===== config.mk =====
export PLATFORM = sky130hd
export DESIGN_NAME = tkcc_top
export DESIGN_NICKNAME = d
export VERILOG_FILES = /design/src/rtl/tkcc_top.v /design/src/rtl/tkcc_divider.v /design/src/rtl/tkcc_module.v
export VERILOG_INCLUDE_DIRS = /design/src /design/src/rtl
export SDC_FILE = /design/constraint.sdc
export NUM_CORES = 1
export LEC_CHECK = 0
export ABC_CLOCK_PERIOD_IN_PS = 2700
export BUFFER_PORTS_ARGS = -buffer_cell sky130_fd_sc_hd__buf_2
export CAP_MARGIN = 15
export CELL_PAD_IN_SITES_DETAIL_PLACEMENT = 0
export CELL_PAD_IN_SITES_GLOBAL_PLACEMENT = 1
export CORE_ASPECT_RATIO = 2
export CORE_MARGIN = 2
export CORE_UTILIZATION = 25
export CTS_CLUSTER_DIAMETER = 60
export DETAILED_ROUTE_END_ITERATION = 8
export PLACE_DENSITY = 0.52
export SETUP_SLACK_MARGIN = 0.3
export SYNTH_ARGS = -nofsm -noshare
export SYNTH_HDL_FRONTEND = slang
export SYNTH_SLANG_ARGS = --single-unit

===== constraint.sdc =====
create_clock -name i_ref_clk -period 2.7 [get_ports i_ref_clk]
set_clock_uncertainty 0.05 [all_clocks]
set_input_delay 0.405 -clock i_ref_clk [delete_from_list [all_inputs] [get_ports i_ref_clk]]
set_output_delay 0.405 -clock i_ref_clk [all_outputs]
set_load 0.05 [all_outputs]

===== src/rtl/tkcc_consts.vh =====
// constants for the touch key counter control block
`ifndef TKCC_CONSTS_VH
`define TKCC_CONSTS_VH

// ==========================================================
// register offsets (byte index on the plain register port)
`define TKCC_OFF_PRELOAD     5'h00
`define TKCC_OFF_CTRL_A      5'h01
`define TKCC_OFF_CTRL_B      5'h02
`define TKCC_OFF_FCNT_LO     5'h03
`define TKCC_OFF_FCNT_HI     5'h04
`define TKCC_OFF_M0_BASE     5'h05
`define TKCC_OFF_M1_BASE     5'h0c
`define TKCC_OFF_IRQ_STAT    5'h13
`define TKCC_OFF_IRQ_MASK    5'h14
// per-module sub offsets from the module base
`define TKCC_SUB_CTRL_A      3'h0
`define TKCC_SUB_CTRL_B      3'h1
`define TKCC_SUB_CTRL_C      3'h2
`define TKCC_SUB_CNT_LO      3'h3
`define TKCC_SUB_CNT_HI      3'h4
`define TKCC_SUB_REF_LO      3'h5
`define TKCC_SUB_REF_HI      3'h6

// ==========================================================
// control register a field positions
`define TKCC_BIT_SLOT_OV     6
`define TKCC_BIT_START       5
`define TKCC_BIT_CF_OV       4
`define TKCC_BIT_FUNC_OV     3
`define TKCC_BIT_SLOT_SEL    2
// module control b field positions
`define TKCC_BIT_SLOT_SRC    7
`define TKCC_BIT_REF_EN      5
`define TKCC_BIT_KEY_EN      4

// ==========================================================
// reset values
`define TKCC_RST_PRELOAD     8'h00
`define TKCC_RST_CTRL_B      2'h3
`define TKCC_RST_MOD         8'h00

// ==========================================================
// timing counts
`define TKCC_UNIT_PERIOD     32
`define TKCC_SLOT_SYS_DIV    4

`endif


===== src/rtl/tkcc_top.v =====
// touch key counter control: registers, timing and measurement control
`timescale 1ns/1ps
`include "tkcc_consts.vh"

module tkcc_top (
	// clock and reset
	input  wire        i_ref_clk,
	input  wire        i_arst_n,
	// register port
	input  wire [4:0]  i_addr,
	input  wire [7:0]  i_wdata,
	input  wire        i_wr,
	input  wire        i_rd,
	output reg  [7:0]  o_rdata,
	// oscillator cycle pulses, one per key module, synchronous
	input  wire [1:0]  i_key_osc_tick,
	input  wire [1:0]  i_ref_osc_tick,
	// oscillator and pin control
	output reg  [1:0]  o_key_osc_run,
	output reg  [1:0]  o_ref_osc_run,
	output reg  [15:0] o_key_pin_sel,
	output reg  [1:0]  o_osc_freq,
	output reg  [19:0] o_ref_cap,
	// interrupt
	output reg         o_irq
);
	// ==========================================================
	// registers
	reg  [7:0]  preload;
	reg         slot_ov;
	reg         start;
	reg         cf_ov;
	reg         func_ov;
	reg         slot_sel;
	reg  [1:0]  func_clk_sel;
	reg  [1:0]  freq_sel;
	reg  [7:0]  mod_ctrl_a [0:1];
	reg  [7:0]  mod_ctrl_b [0:1];
	reg  [7:0]  mod_ctrl_c [0:1];
	reg  [9:0]  mod_ref    [0:1];
	reg  [15:0] func_count;
	reg         start_d;
	reg         running;
	reg         irq_mask;
	reg         irq_flag;
	reg         load_pend;

	wire        div2;
	wire        div4;
	wire        div8;
	wire [15:0] cf_count [0:1];
	wire [1:0]  cf_wrap;
	wire [1:0]  slot_wrap;
	wire [1:0]  slot_tick;
	wire [1:0]  key_tick;

	// ==========================================================
	// helpers
	function [7:0] mod_read;
		input [2:0]  sub;
		input [7:0]  ca;
		input [7:0]  cb;
		input [7:0]  cc;
		input [15:0] cnt;
		input [9:0]  rcap;
		begin
			case (sub)
				`TKCC_SUB_CTRL_A: mod_read = ca;
				`TKCC_SUB_CTRL_B: mod_read = cb;
				`TKCC_SUB_CTRL_C: mod_read = cc;
				`TKCC_SUB_CNT_LO: mod_read = cnt[7:0];
				`TKCC_SUB_CNT_HI: mod_read = cnt[15:8];
				`TKCC_SUB_REF_LO: mod_read = rcap[7:0];
				`TKCC_SUB_REF_HI: mod_read = {6'h00, rcap[9:8]};
				default:          mod_read = 8'h00;
			endcase
		end
	endfunction

	wire       in_m0  = (i_addr >= `TKCC_OFF_M0_BASE) && (i_addr < `TKCC_OFF_M1_BASE);
	wire       in_m1  = (i_addr >= `TKCC_OFF_M1_BASE) && (i_addr < `TKCC_OFF_IRQ_STAT);
	wire [4:0] sub0_w = i_addr - `TKCC_OFF_M0_BASE;
	wire [4:0] sub1_w = i_addr - `TKCC_OFF_M1_BASE;
	wire [2:0] sub0   = sub0_w[2:0];
	wire [2:0] sub1   = sub1_w[2:0];

	// ==========================================================
	// timing sources
	tkcc_divider u_div (
		.i_ref_clk (i_ref_clk),
		.i_arst_n  (i_arst_n),
		.o_div2    (div2),
		.o_div4    (div4),
		.o_div8    (div8)
	);

	reg func_tick;
	always @* begin
		case (func_clk_sel)
			2'h0:    func_tick = 1'b1;
			2'h1:    func_tick = div2;
			2'h2:    func_tick = div4;
			default: func_tick = div8;
		endcase
	end

	// slot clock per module: reference oscillator needs its enable to run
	genvar g;
	generate
		for (g = 0; g < 2; g = g + 1) begin : g_mod
			assign slot_tick[g] = mod_ctrl_b[g][`TKCC_BIT_SLOT_SRC] ?
				div4 : (i_ref_osc_tick[g] && mod_ctrl_b[g][`TKCC_BIT_REF_EN]);
			assign key_tick[g]  = i_key_osc_tick[g] && mod_ctrl_b[g][`TKCC_BIT_KEY_EN];

			tkcc_module #(
				.UNIT_W (5)
			) u_mod (
				.i_ref_clk   (i_ref_clk),
				.i_arst_n    (i_arst_n),
				.i_run       (running),
				.i_clear     (!start),
				.i_load      (load_pend),
				.i_preload   (preload),
				.i_slot_tick (slot_tick[g]),
				.i_key_tick  (key_tick[g]),
				.o_cf_count  (cf_count[g]),
				.o_cf_wrap   (cf_wrap[g]),
				.o_slot_wrap (slot_wrap[g])
			);
		end
	endgenerate

	// shared mode: module zero ends the slot; own mode: every module must be done
	reg  [1:0] done;
	wire       slot_end = running && (slot_sel ? slot_wrap[0] :
		(&(done | slot_wrap)));
	// the count holds in the stop cycle, so no overflow may be flagged there
	wire       func_wrap = running && !slot_end && func_tick && (&func_count);

	// ==========================================================
	// measurement control
	always @(posedge i_ref_clk or negedge i_arst_n) begin
		if (!i_arst_n) begin
			start_d    <= 1'b0;
			running    <= 1'b0;
			func_count <= 16'h0000;
			done       <= 2'h0;
			load_pend  <= 1'b0;
		end else begin
			start_d   <= start;
			load_pend <= start && !start_d;
			if (!start) begin
				running    <= 1'b0;
				func_count <= 16'h0000;
				done       <= 2'h0;
			end else if (start && !start_d) begin
				running <= 1'b1;
				done    <= 2'h0;
			end else if (slot_end) begin
				running <= 1'b0;
			end else if (running) begin
				done <= done | slot_wrap;
				if (func_tick)
					func_count <= func_count + 16'h0001;
			end
		end
	end

	// ==========================================================
	// register writes and flags
	always @(posedge i_ref_clk or negedge i_arst_n) begin
		if (!i_arst_n) begin
			preload      <= `TKCC_RST_PRELOAD;
			slot_ov      <= 1'b0;
			start        <= 1'b0;
			cf_ov        <= 1'b0;
			func_ov      <= 1'b0;
			slot_sel     <= 1'b0;
			func_clk_sel <= 2'h0;
			freq_sel     <= `TKCC_RST_CTRL_B;
			irq_mask     <= 1'b0;
			irq_flag     <= 1'b0;
			mod_ctrl_a[0] <= `TKCC_RST_MOD;
			mod_ctrl_a[1] <= `TKCC_RST_MOD;
			mod_ctrl_b[0] <= `TKCC_RST_MOD;
			mod_ctrl_b[1] <= `TKCC_RST_MOD;
			mod_ctrl_c[0] <= `TKCC_RST_MOD;
			mod_ctrl_c[1] <= `TKCC_RST_MOD;
			mod_ref[0]    <= 10'h000;
			mod_ref[1]    <= 10'h000;
		end else begin
			if (i_wr) begin
				case (i_addr)
					`TKCC_OFF_PRELOAD: preload <= i_wdata;
					`TKCC_OFF_CTRL_A: begin
						// flags: software may clear, never set
						if (!i_wdata[`TKCC_BIT_SLOT_OV])
							slot_ov <= 1'b0;
						if (!i_wdata[`TKCC_BIT_CF_OV])
							cf_ov <= 1'b0;
						if (!i_wdata[`TKCC_BIT_FUNC_OV])
							func_ov <= 1'b0;
						start        <= i_wdata[`TKCC_BIT_START];
						slot_sel     <= i_wdata[`TKCC_BIT_SLOT_SEL];
						func_clk_sel <= {i_wdata[1], func_clk_sel[0]};
					end
					`TKCC_OFF_CTRL_B: freq_sel <= i_wdata[1:0];
					`TKCC_OFF_IRQ_STAT: begin
						if (i_wdata[0])
							irq_flag <= 1'b0;
					end
					`TKCC_OFF_IRQ_MASK: irq_mask <= i_wdata[0];
					default: begin
						if (in_m0) begin
							case (sub0)
								`TKCC_SUB_CTRL_A: mod_ctrl_a[0] <= i_wdata;
								`TKCC_SUB_CTRL_B: mod_ctrl_b[0] <= i_wdata;
								`TKCC_SUB_CTRL_C: mod_ctrl_c[0] <= i_wdata;
								`TKCC_SUB_REF_LO: mod_ref[0][7:0] <= i_wdata;
								`TKCC_SUB_REF_HI: mod_ref[0][9:8] <= i_wdata[1:0];
								default: ;
							endcase
						end
						if (in_m1) begin
							case (sub1)
								`TKCC_SUB_CTRL_A: mod_ctrl_a[1] <= i_wdata;
								`TKCC_SUB_CTRL_B: mod_ctrl_b[1] <= i_wdata;
								`TKCC_SUB_CTRL_C: mod_ctrl_c[1] <= i_wdata;
								`TKCC_SUB_REF_LO: mod_ref[1][7:0] <= i_wdata;
								`TKCC_SUB_REF_HI: mod_ref[1][9:8] <= i_wdata[1:0];
								default: ;
							endcase
						end
					end
				endcase
			end
			// hardware set wins over a same-cycle clear
			if (slot_end) begin
				slot_ov  <= 1'b1;
				irq_flag <= 1'b1;
			end
			if (|cf_wrap && running)
				cf_ov <= 1'b1;
			if (func_wrap)
				func_ov <= 1'b1;
		end
	end

	// ==========================================================
	// read port and outputs
	always @(posedge i_ref_clk or negedge i_arst_n) begin
		if (!i_arst_n) begin
			o_rdata       <= 8'h00;
			o_key_osc_run <= 2'h0;
			o_ref_osc_run <= 2'h0;
			o_key_pin_sel <= 16'h0000;
			o_osc_freq    <= `TKCC_RST_CTRL_B;
			o_ref_cap     <= 20'h00000;
			o_irq         <= 1'b0;
		end else begin
			o_rdata <= 8'h00;
			if (i_rd) begin
				case (i_addr)
					`TKCC_OFF_PRELOAD:  o_rdata <= preload;
					`TKCC_OFF_CTRL_A:   o_rdata <= {1'b0, slot_ov, start, cf_ov,
						func_ov, slot_sel, func_clk_sel};
					`TKCC_OFF_CTRL_B:   o_rdata <= {6'h00, freq_sel};
					`TKCC_OFF_FCNT_LO:  o_rdata <= func_count[7:0];
					`TKCC_OFF_FCNT_HI:  o_rdata <= func_count[15:8];
					`TKCC_OFF_IRQ_STAT: o_rdata <= {7'h00, irq_flag};
					`TKCC_OFF_IRQ_MASK: o_rdata <= {7'h00, irq_mask};
					default: begin
						if (in_m0)
							o_rdata <= mod_read(sub0, mod_ctrl_a[0], mod_ctrl_b[0],
								mod_ctrl_c[0], cf_count[0], mod_ref[0]);
						else if (in_m1)
							o_rdata <= mod_read(sub1, mod_ctrl_a[1], mod_ctrl_b[1],
								mod_ctrl_c[1], cf_count[1], mod_ref[1]);
					end
				endcase
			end
			// oscillators stop at slot end and only run when enabled
			o_key_osc_run <= {2{running && !slot_end}} &
				{mod_ctrl_b[1][`TKCC_BIT_KEY_EN], mod_ctrl_b[0][`TKCC_BIT_KEY_EN]};
			o_ref_osc_run <= {2{running && !slot_end}} &
				{mod_ctrl_b[1][`TKCC_BIT_REF_EN], mod_ctrl_b[0][`TKCC_BIT_REF_EN]};
			o_key_pin_sel <= {mod_ctrl_c[1][3:0], mod_ctrl_b[1][3:0],
				mod_ctrl_c[0][3:0], mod_ctrl_b[0][3:0]};
			o_osc_freq    <= freq_sel;
			o_ref_cap     <= {mod_ref[1], mod_ref[0]};
			o_irq         <= irq_flag && irq_mask;
		end
	end
endmodule


===== src/rtl/tkcc_divider.v =====
// system clock divider producing one-cycle enable pulses
`timescale 1ns/1ps

module tkcc_divider (
	// clock and reset
	input  wire       i_ref_clk,
	input  wire       i_arst_n,
	// enable pulses
	output wire       o_div2,
	output wire       o_div4,
	output wire       o_div8
);
	reg [2:0] count;

	always @(posedge i_ref_clk or negedge i_arst_n) begin
		if (!i_arst_n) begin
			count <= 3'h0;
		end else begin
			count <= count + 3'h1;
		end
	end

	assign o_div2 = count[0];
	assign o_div4 = (count[1:0] == 2'h3);
	assign o_div8 = (count == 3'h7);
endmodule


===== src/rtl/tkcc_module.v =====
// one touch module: key counter, unit period and slot counters
`timescale 1ns/1ps
`include "tkcc_consts.vh"

module tkcc_module #(
	parameter UNIT_W = 5
) (
	// clock and reset
	input  wire        i_ref_clk,
	input  wire        i_arst_n,
	// control
	input  wire        i_run,
	input  wire        i_clear,
	input  wire        i_load,
	input  wire [7:0]  i_preload,
	input  wire        i_slot_tick,
	input  wire        i_key_tick,
	// status
	output reg  [15:0] o_cf_count,
	output wire        o_cf_wrap,
	output wire        o_slot_wrap
);
	reg [UNIT_W-1:0] unit;
	reg [7:0]        slot;

	wire unit_end = i_run && i_slot_tick && (&unit);
	assign o_slot_wrap = unit_end && (&slot);
	assign o_cf_wrap   = i_run && i_key_tick && (&o_cf_count);

	always @(posedge i_ref_clk or negedge i_arst_n) begin
		if (!i_arst_n) begin
			o_cf_count <= 16'h0000;
			unit       <= {UNIT_W{1'b0}};
			slot       <= 8'h00;
		end else begin
			if (i_clear) begin
				o_cf_count <= 16'h0000;
				unit       <= {UNIT_W{1'b0}};
			end else if (i_run) begin
				if (i_key_tick)
					o_cf_count <= o_cf_count + 16'h0001;
				if (i_slot_tick)
					unit <= unit + {{(UNIT_W-1){1'b0}}, 1'b1};
			end
			// slot counter keeps its value while stopped; reloaded at start
			if (i_load)
				slot <= i_preload;
			else if (unit_end)
				slot <= slot + 8'h01;
		end
	end
endmodule


==> flow_metrics.py, run 1 <==
metrics = {
    "run_status": {
        "status": "finished, final reports clean",
    },
    "timing": {
        "max_freq_ghz": 0.443,
        "finalSetupViolCount": 0,
        "hold_viol_final": 0,
        "worst_pin_slew_ns": 0.661,
        "setup_tns_ns": 0,
        "slew_viol_final": 0,
        "slew_headroom_pct": 55.9,
        "layout_min_cycle_time_ns": 2.26,
        "timing.final.crit_share_pct": 83.6,
        "rsz0062_at_grt": "no",
        "hold_ws_ns": 0.180,
    },
    "clock_tree": {
        "numCtsBuffers": 21,
        "htreeDepth": 1,
        "clock_latency_ns": 0.53,
        "cts_tree": "built",
        "cts_sinks": 218,
        "clkSlewWorstSetupHoldPaths_ns": 0.07,
        "cts_max_path_buffers": 3,
        "cts-root-buf": "clkbuf_16",
    },
    "worst_setup_path": {
        "cp.arrival_ns": 2.65,
        "cp_max_fo": 5,
        "critPathLaunchType": "flop",
        "worst-setup-path-type": "flop to flop",
        "cp.required_ns": 3.09,
        "end_kind": "flop",
    },
    "synth": {
        "syn_area_per_cell_um2": 11.6,
        "synthTopCellsByArea": "dfrtp_1, mux2_2, mux2i_1",
        "yosysUniqueCellTypes": 67,
        "yosys_warnings": 0,
        "yosys.area.top_type": "dfrtp_1",
        "synth_seq_area_share_pct": 53.5,
        "synthArstFlopShare_pct": 100,
        "mappedNetlistArea_um2": 10200,
        "synth_ff_type": "dfrtp_1",
        "synth_seq_cells": 218,
        "synth_cells": 879,
        "syn_nets": 911,
        "synth_top_area_share_pct": 52.5,
        "synth_edf_count": 0,
    },
    "pwr": {
        "p_switching_mw": 2.97,
        "pwr-share-clk_pct": 35.2,
        "netSwitchingFraction_pct": 31.7,
        "intPower_mw": 6.38,
        "vdd_drop_max_mv": 0.486,
        "pwr-share-seq_pct": 45.3,
        "pwr-share-comb_pct": 19.5,
        "p_per_area_nw_per_um2": 770,
        "p_leak_nw": 5.37,
    },
    "global_route": {
        "grt_use_total_pct": 16.1,
        "grt_pass1_vias": 7800,
        "gr-total-overflow": 0,
        "grt_max_degree": 70,
        "grt_pass1_wl_mm": 51.3,
        "antenna_found_initial": 0,
    },
    "place": {
        "place_hpwl_mm": 25.1,
        "port_buffers": 71,
        "place_congestion": 0.840,
        "dp.cells": 1472,
    },
    "route": {
        "drcViolationCount": 0,
        "drt_iter0_drc": 396,
        "num_vias": 7213,
        "drt_pass1_iterations": 6,
        "postRouteAntennaNets": 0,
        "drt-total-wl_mm": 33.7,
        "viasPerCell": 4.78,
        "routedWlPerCell_um": 22.3,
    },
    "floorplan": {
        "core_area_um2": 40200,
        "start_util_pct": 25.4,
        "die_area_um2": 42500,
        "num_rows": 104,
        "fp.dieH_um": 290,
        "chipWidth_um": 147,
        "pin_count": 72,
    },
    "layout": {
        "post-route-util_pct": 30.2,
        "drive_gt1_share_pct": 27.8,
        "finalNetCount": 998,
        "n_antenna_cell": 0,
        "area_growth_pct": 19.1,
        "nFillCells": 4118,
        "layout_commonest_cell": "dfrtp_1",
        "final_cell_mix": "dfrtp_1, mux2_2, buf_2",
        "fin_cells": 1509,
    },
    "flow_run": {
        "drv_cap": 0,
    },
    "min_path": {
        "worstHoldPathType": "input port to flop",
    },
}
[cell families after synthesis]
| group | share of synthesized area (%) |
|---|---|
| xor+xnor | 4.12 |
| buf+inv | 2.34 |
| compound gates | 8.52 |
| fa+ha+maj | 1.35 |
| simple gates | 13.8 |
| mux | 16.4 |
| flops | 53.5 |
[state kept, by name, summed over array words and instances, names as in the netlist, 2 cells and up]
| register | cells |
|---|---|
| g_mod.u_mod.o_cf_count | 32 |
| mod_ref | 20 |
| o_ref_cap | 20 |
| func_count | 16 |
| g_mod.u_mod.slot | 16 |
| mod_ctrl_a | 16 |
| mod_ctrl_b | 16 |
| mod_ctrl_c | 16 |
| o_key_pin_sel | 16 |
| g_mod.u_mod.unit | 10 |
| o_rdata | 8 |
| preload | 8 |
| done | 2 |
| freq_sel | 2 |
| o_key_osc_run | 2 |
| o_osc_freq | 2 |
| o_ref_osc_run | 2 |
| u_div.count | 2 |
[worst paths after layout]
kind                                                    start                         end  slack, ns  cells after the start
max                        g_mod[1].u_mod.unit[0]$_DFFE_PN0P_   func_count[9]$_DFFE_PN0P_       0.44                      8
min                                                      i_rd        o_rdata[6]$_DFF_PN0_       0.18                      2
max reg2reg                g_mod[1].u_mod.unit[0]$_DFFE_PN0P_   func_count[9]$_DFFE_PN0P_       0.44                      8
min reg2reg                           freq_sel[0]$_DFFE_PN1P_     o_osc_freq[0]$_DFF_PN1_       0.34                      0
max in group asynchronous                            i_arst_n      mod_ref[1]$_DFFE_PN0P_       1.48                      3
min in group asynchronous                            i_arst_n  o_key_pin_sel[2]$_DFF_PN0_       0.37                      2
[worst max-delay path, stage by stage, from the launching register on]
cell and delay (ns):
dfrtp_1 0.41, ha_1 0.22, and3_1 0.18, ha_1 0.22
nand4_1 0.15, a211oi_2 0.09, or2_4 0.28, a2111oi_4 0.36
mux2i_1 0.21
[final cells by class]
type,instances,area [µm²],share of cell area (%)
Timing Repair Buffer,108,708,5.83
Clock inverter,10,184,1.51
Multi-Input combinational cell,605,4530,37.3
Tap cell,530,663,5.46
Inverter,12,45.0,0.371
Sequential cell,218,5460,45.0
Clock buffer,26,554,4.56
[cell usage after synthesis, types with 4 or more instances]
master and number:
and4_1 8, nor2_1 64, nand2b_1 17, mux2i_1 42, dfrtp_1 214, nand2_1 59, buf_2 17, nor2b_1 9
a31oi_1 5, xor2_1 32, clkbuf_1 20, buf_1 5, o22ai_1 5, a22oi_1 5, nand4_1 18, mux2_2 97
and3_1 19, xnor2_1 16, nand3_1 37, a211oi_1 6, a21o_1 4, nor3_1 10, o21ai_0 22, a21oi_1 36
a221oi_1 6, inv_1 9, ha_1 11, mux4_2 7, or2_2 5, dfstp_2 4, and2_1 10
[metrics by stage]
stage | worst slack [ns] | cell area (µm²) | power, mW
2_1_floorplan | 0.332 | 10200 | 5.39
3_3_place_gp | 0.0398 | 11400 | 6.13
3_5_place_dp | 0.0598 | 11400 | 6.14
4_1_cts | 0.309 | 12100 | 9.51
5_1_grt | 0.303 | 12100 | 9.78
6_report | 0.442 | 12100 | 9.35
[power groups by stage]
stage                     combinational [mW]  clock, mW  sequential [mW]
final                                   1.82       3.29             4.24
after global routing                    1.96       3.52             4.30
after CTS                               1.85       3.41             4.25
after detailed placement                1.84          0             4.30
after global placement                  1.82          0             4.31
after floorplan                        0.831          0             4.55
[routing by layer]
layer  GRT usage (%)  vias up  part of all wire (%)  wire, µm
li1                -     3322                     -         -
met1            16.9     3661                    36     12100
met2            31.2      160                    55     18600
met3            1.21       70                   2.4       805
met4            9.61        0                   6.3      2110
met5               0        -                     0         0
[repair_timing]
item / 4_1_cts / 5_1_grt
endpoints found under the hold margin: 64 / 0
gates resized for setup: 0 / 4
setup endpoints to repair: 0 / 21
setup buffers: 0 / 0
hold buffers: 1 / 0
Note: power is estimated with default switching activity, not from simulation.
==> inputs of run 2 (changes only) <==
ABC_AREA = 1   (was unset)
ABC_CLOCK_PERIOD_IN_PS = 2130   (was 2700)
PLACE_DENSITY = 0.55   (was 0.52)
clock period = 2.13 ns   (was 2.7 ns; I/O delays follow)
==> flow_metrics.py, run 2 <==
metrics = {
    "run_status": {
        "status": "finished, final reports clean",
    },
    "floorplan": {
        "fp.dieH_um": 296,
        "start_util_pct": 25.2,
        "core_area_um2": 42400,
        "num_rows": 107,
        "chipWidth_um": 150,
        "pin_count": 72,
        "die_area_um2": 44500,
    },
    "worst_setup_path": {
        "cp.required_ns": 2.56,
        "cp_max_fo": 8,
        "cpMaxStageDelayCell": "dfrtp_1",
        "cp.arrival_ns": 2.33,
        "worst-setup-path-type": "flop to flop",
        "critPathTopFamily": "simple AND/OR/NAND/NOR gates",
        "max_stage_delay_ns": 0.36,
        "critPathLaunchType": "flop",
        "end_kind": "flop",
        "path_buf_inv": 2,
        "path_cells": "ha_2 > nand2_2 > nor2_2 > ha_2 > nand4_1 > buf_6 > o21bai_4 > nand2_2 > nand3_4 > clkbuf_16 > nand3_1 > nand2_1",
    },
    "layout": {
        "multi_input_area_um2": 4690,
        "nFillCells": 4499,
        "finalNetCount": 1491,
        "final_cell_mix": "nand2_1, dfrtp_1, nor2_1",
        "largest_reg_flops": 32,
        "fin_cells": 2020,
        "drive_gt1_share_pct": 20.6,
        "layout_commonest_cell": "nand2_1",
        "n_antenna_cell": 0,
        "top_regs": "g_mod.u_mod.o_cf_count: 32 flops, mod_ref: 20 flops, o_ref_cap: 20 flops",
        "top_register": "g_mod.u_mod.o_cf_count",
        "seqCellArea_um2": 5460,
        "area_growth_pct": 25.5,
    },
    "clock_tree": {
        "clock_latency_ns": 0.54,
        "htreeDepth": 1,
        "cts_sinks": 218,
        "cts_tree": "built",
        "clkSlewWorstSetupHoldPaths_ns": 0.06,
        "cts-root-buf": "clkbuf_16",
        "numCtsBuffers": 22,
        "cts_max_path_buffers": 3,
    },
    "synth": {
        "syn_nets": 1327,
        "synth_seq_cells": 218,
        "syn_area_per_cell_um2": 8.25,
        "synth_compound_area_share_pct": 10.4,
        "synthTopCellsByArea": "dfrtp_1, nand2_1, nor2_1",
        "synth_seq_area_share_pct": 51.1,
        "yosys_warnings": 0,
        "synthXorXnorAreaFrac_pct": 2.05,
        "synth_cells": 1295,
        "synth_mux_area_share_pct": 0,
        "synth_common_cells": "nand2_1, dfrtp_1, nor2_1, inv_1, nand3_1",
        "mappedNetlistArea_um2": 10700,
        "synth_top_family_by_area": "simple AND/OR/NAND/NOR gates",
        "yosys.area.top_type": "dfrtp_1",
        "yosysUniqueCellTypes": 43,
        "synth_edf_count": 0,
        "synthArstFlopShare_pct": 100,
        "synthAdderAreaFrac_pct": 1.29,
        "synth_top_area_share_pct": 50.1,
        "synth_ff_type": "dfrtp_1",
        "synthSimpleGateAreaFrac_pct": 28.8,
        "synth.most_common_cell": "nand2_1",
    },
    "place": {
        "place_congestion": 0.906,
        "port_buffers": 71,
        "dp.cells": 1969,
        "place_ws_ns": 0.0895,
        "place_hpwl_mm": 29.6,
    },
    "timing": {
        "timing.final.crit_share_pct": 89.2,
        "layout_min_cycle_time_ns": 1.90,
        "slew_viol_final": 0,
        "worst_pin_slew_ns": 0.676,
        "setup_tns_ns": 0,
        "finalSetupViolCount": 0,
        "rsz0062_at_grt": "yes",
        "setup_ws_ns": 0.230,
        "hold_ws_ns": 0.0185,
        "max_freq_ghz": 0.526,
        "slew_headroom_pct": 54.9,
        "hold_viol_final": 0,
    },
    "pwr": {
        "p_leak_nw": 6.39,
        "vdd_drop_max_mv": 0.478,
        "p_per_area_nw_per_um2": 924,
    },
    "flow_run": {
        "drv_cap": 0,
    },
    "route": {
        "drt_pass1_iterations": 5,
        "postRouteAntennaNets": 0,
        "drt_iter0_drc": 449,
        "drcViolationCount": 0,
        "num_vias": 9103,
        "drt-total-wl_mm": 37.9,
        "routedWlPerCell_um": 18.8,
        "viasPerCell": 4.51,
    },
    "global_route": {
        "gr-total-overflow": 0,
        "grt_max_degree": 69,
        "grt_pass1_vias": 9433,
        "top_usage_layer": "met2",
        "gr-usage-met1_pct": 17.4,
        "use_met2_pct": 34.8,
        "grtUsageMet3_pct": 1.61,
        "grt_pass1_wl_mm": 57.2,
        "antenna_found_initial": 0,
        "grt_use_total_pct": 17.4,
    },
    "min_path": {
        "worstHoldPathType": "input port to flop",
    },
}
[run 2: cell count changes after synthesis, sizes merged, moves of 10 or more]
cell    previous run  this run
o21ai             23       126
xor2              32        19
xnor2             16         6
nand2b            17         0
mux2              97         0
and3              19         0
nor2              67       148
inv                9       132
nand4             19        44
nand2             59       397
nand3             38        84
mux2i             42         0
[run 2: repair_timing]
| action | 4_1_cts | 5_1_grt |
|---|---|---|
| endpoints found under the hold margin | 49 | 0 |
| resized for setup | 10 | 36 |
| setup buffers | 4 | 5 |
| setup endpoints to repair | 40 | 51 |
| pin swaps | 0 | 5 |
| cloned | 0 | 1 |
| hold buffers | 1 | 0 |
[run 2: worst paths after layout]
kind / from / slack, ns / endpoint / cells after the start
worst max-delay path: g_mod[1].u_mod.unit[0]$_DFFE_PN0P_ / 0.23 / func_count[6]$_DFFE_PN0P_ / 12
worst min-delay path: i_wdata[1] / 0.02 / mod_ref[19]$_DFFE_PN0P_ / 3
worst max register to register: g_mod[1].u_mod.unit[0]$_DFFE_PN0P_ / 0.23 / func_count[6]$_DFFE_PN0P_ / 12
worst min register to register: freq_sel[0]$_DFFE_PN1P_ / 0.34 / o_osc_freq[0]$_DFF_PN1_ / 0
max in group asynchronous: i_arst_n / 1.08 / mod_ctrl_b[10]$_DFFE_PN0P_ / 3
min in group asynchronous: i_arst_n / 0.26 / o_ref_cap[12]$_DFF_PN0_ / 2
[run 2: cell families (layout without fill, tap and decap cells)]
family | Yosys count | after routing
flops | 218 | 218
xor+xnor | 25 | 25
compound gates | 188 | 188
simple gates | 694 | 694
buf+inv | 159 | 339
fa+ha+maj | 11 | 11
[run 2: worst register-to-register path: stages (launching register included)]
cell       delay (ns)
dfrtp_1          0.36
ha_2             0.19
nand2_2          0.07
nor2_2           0.10
ha_2             0.16
nand4_1          0.10
buf_6            0.15
o21bai_4         0.13
nand2_2          0.11
nand3_4          0.11
clkbuf_16        0.17
nand3_1          0.07
nand2_1          0.08
[run 2: area by class of cell]
| cell class | instances | share of cell area (%) |
|---|---|---|
| inverter | 132 | 3.73 |
| timing repair buffer | 167 | 9.48 |
| clock buffer | 31 | 4.96 |
| multi-input combinational | 918 | 35.0 |
| clock inverter | 9 | 0.998 |
| sequential | 218 | 40.7 |
| tap | 545 | 5.09 |
[run 2: report_power, final]
group	switching (mW)	internal (mW)
Clock	1.80	2.56
Combinational	1.85	0.794
Sequential	0.557	4.84
[run 2: metal layers]
metal	up-vias	wire, µm
met3	58	902
met1	4377	13500
met2	144	21600
met5	-	0
met4	0	1880
li1	4524	-
[run 2: stage by stage]
stage          power (mW)  util [%]  instance area, µm²
2_1_floorplan        7.00         -               10700
6_report             12.4      31.6               13400
5_1_grt              13.0      31.6               13400
3_3_place_gp         8.08      29.1               12300
3_5_place_dp         8.11      29.1               12300
4_1_cts              12.5      31.1               13200
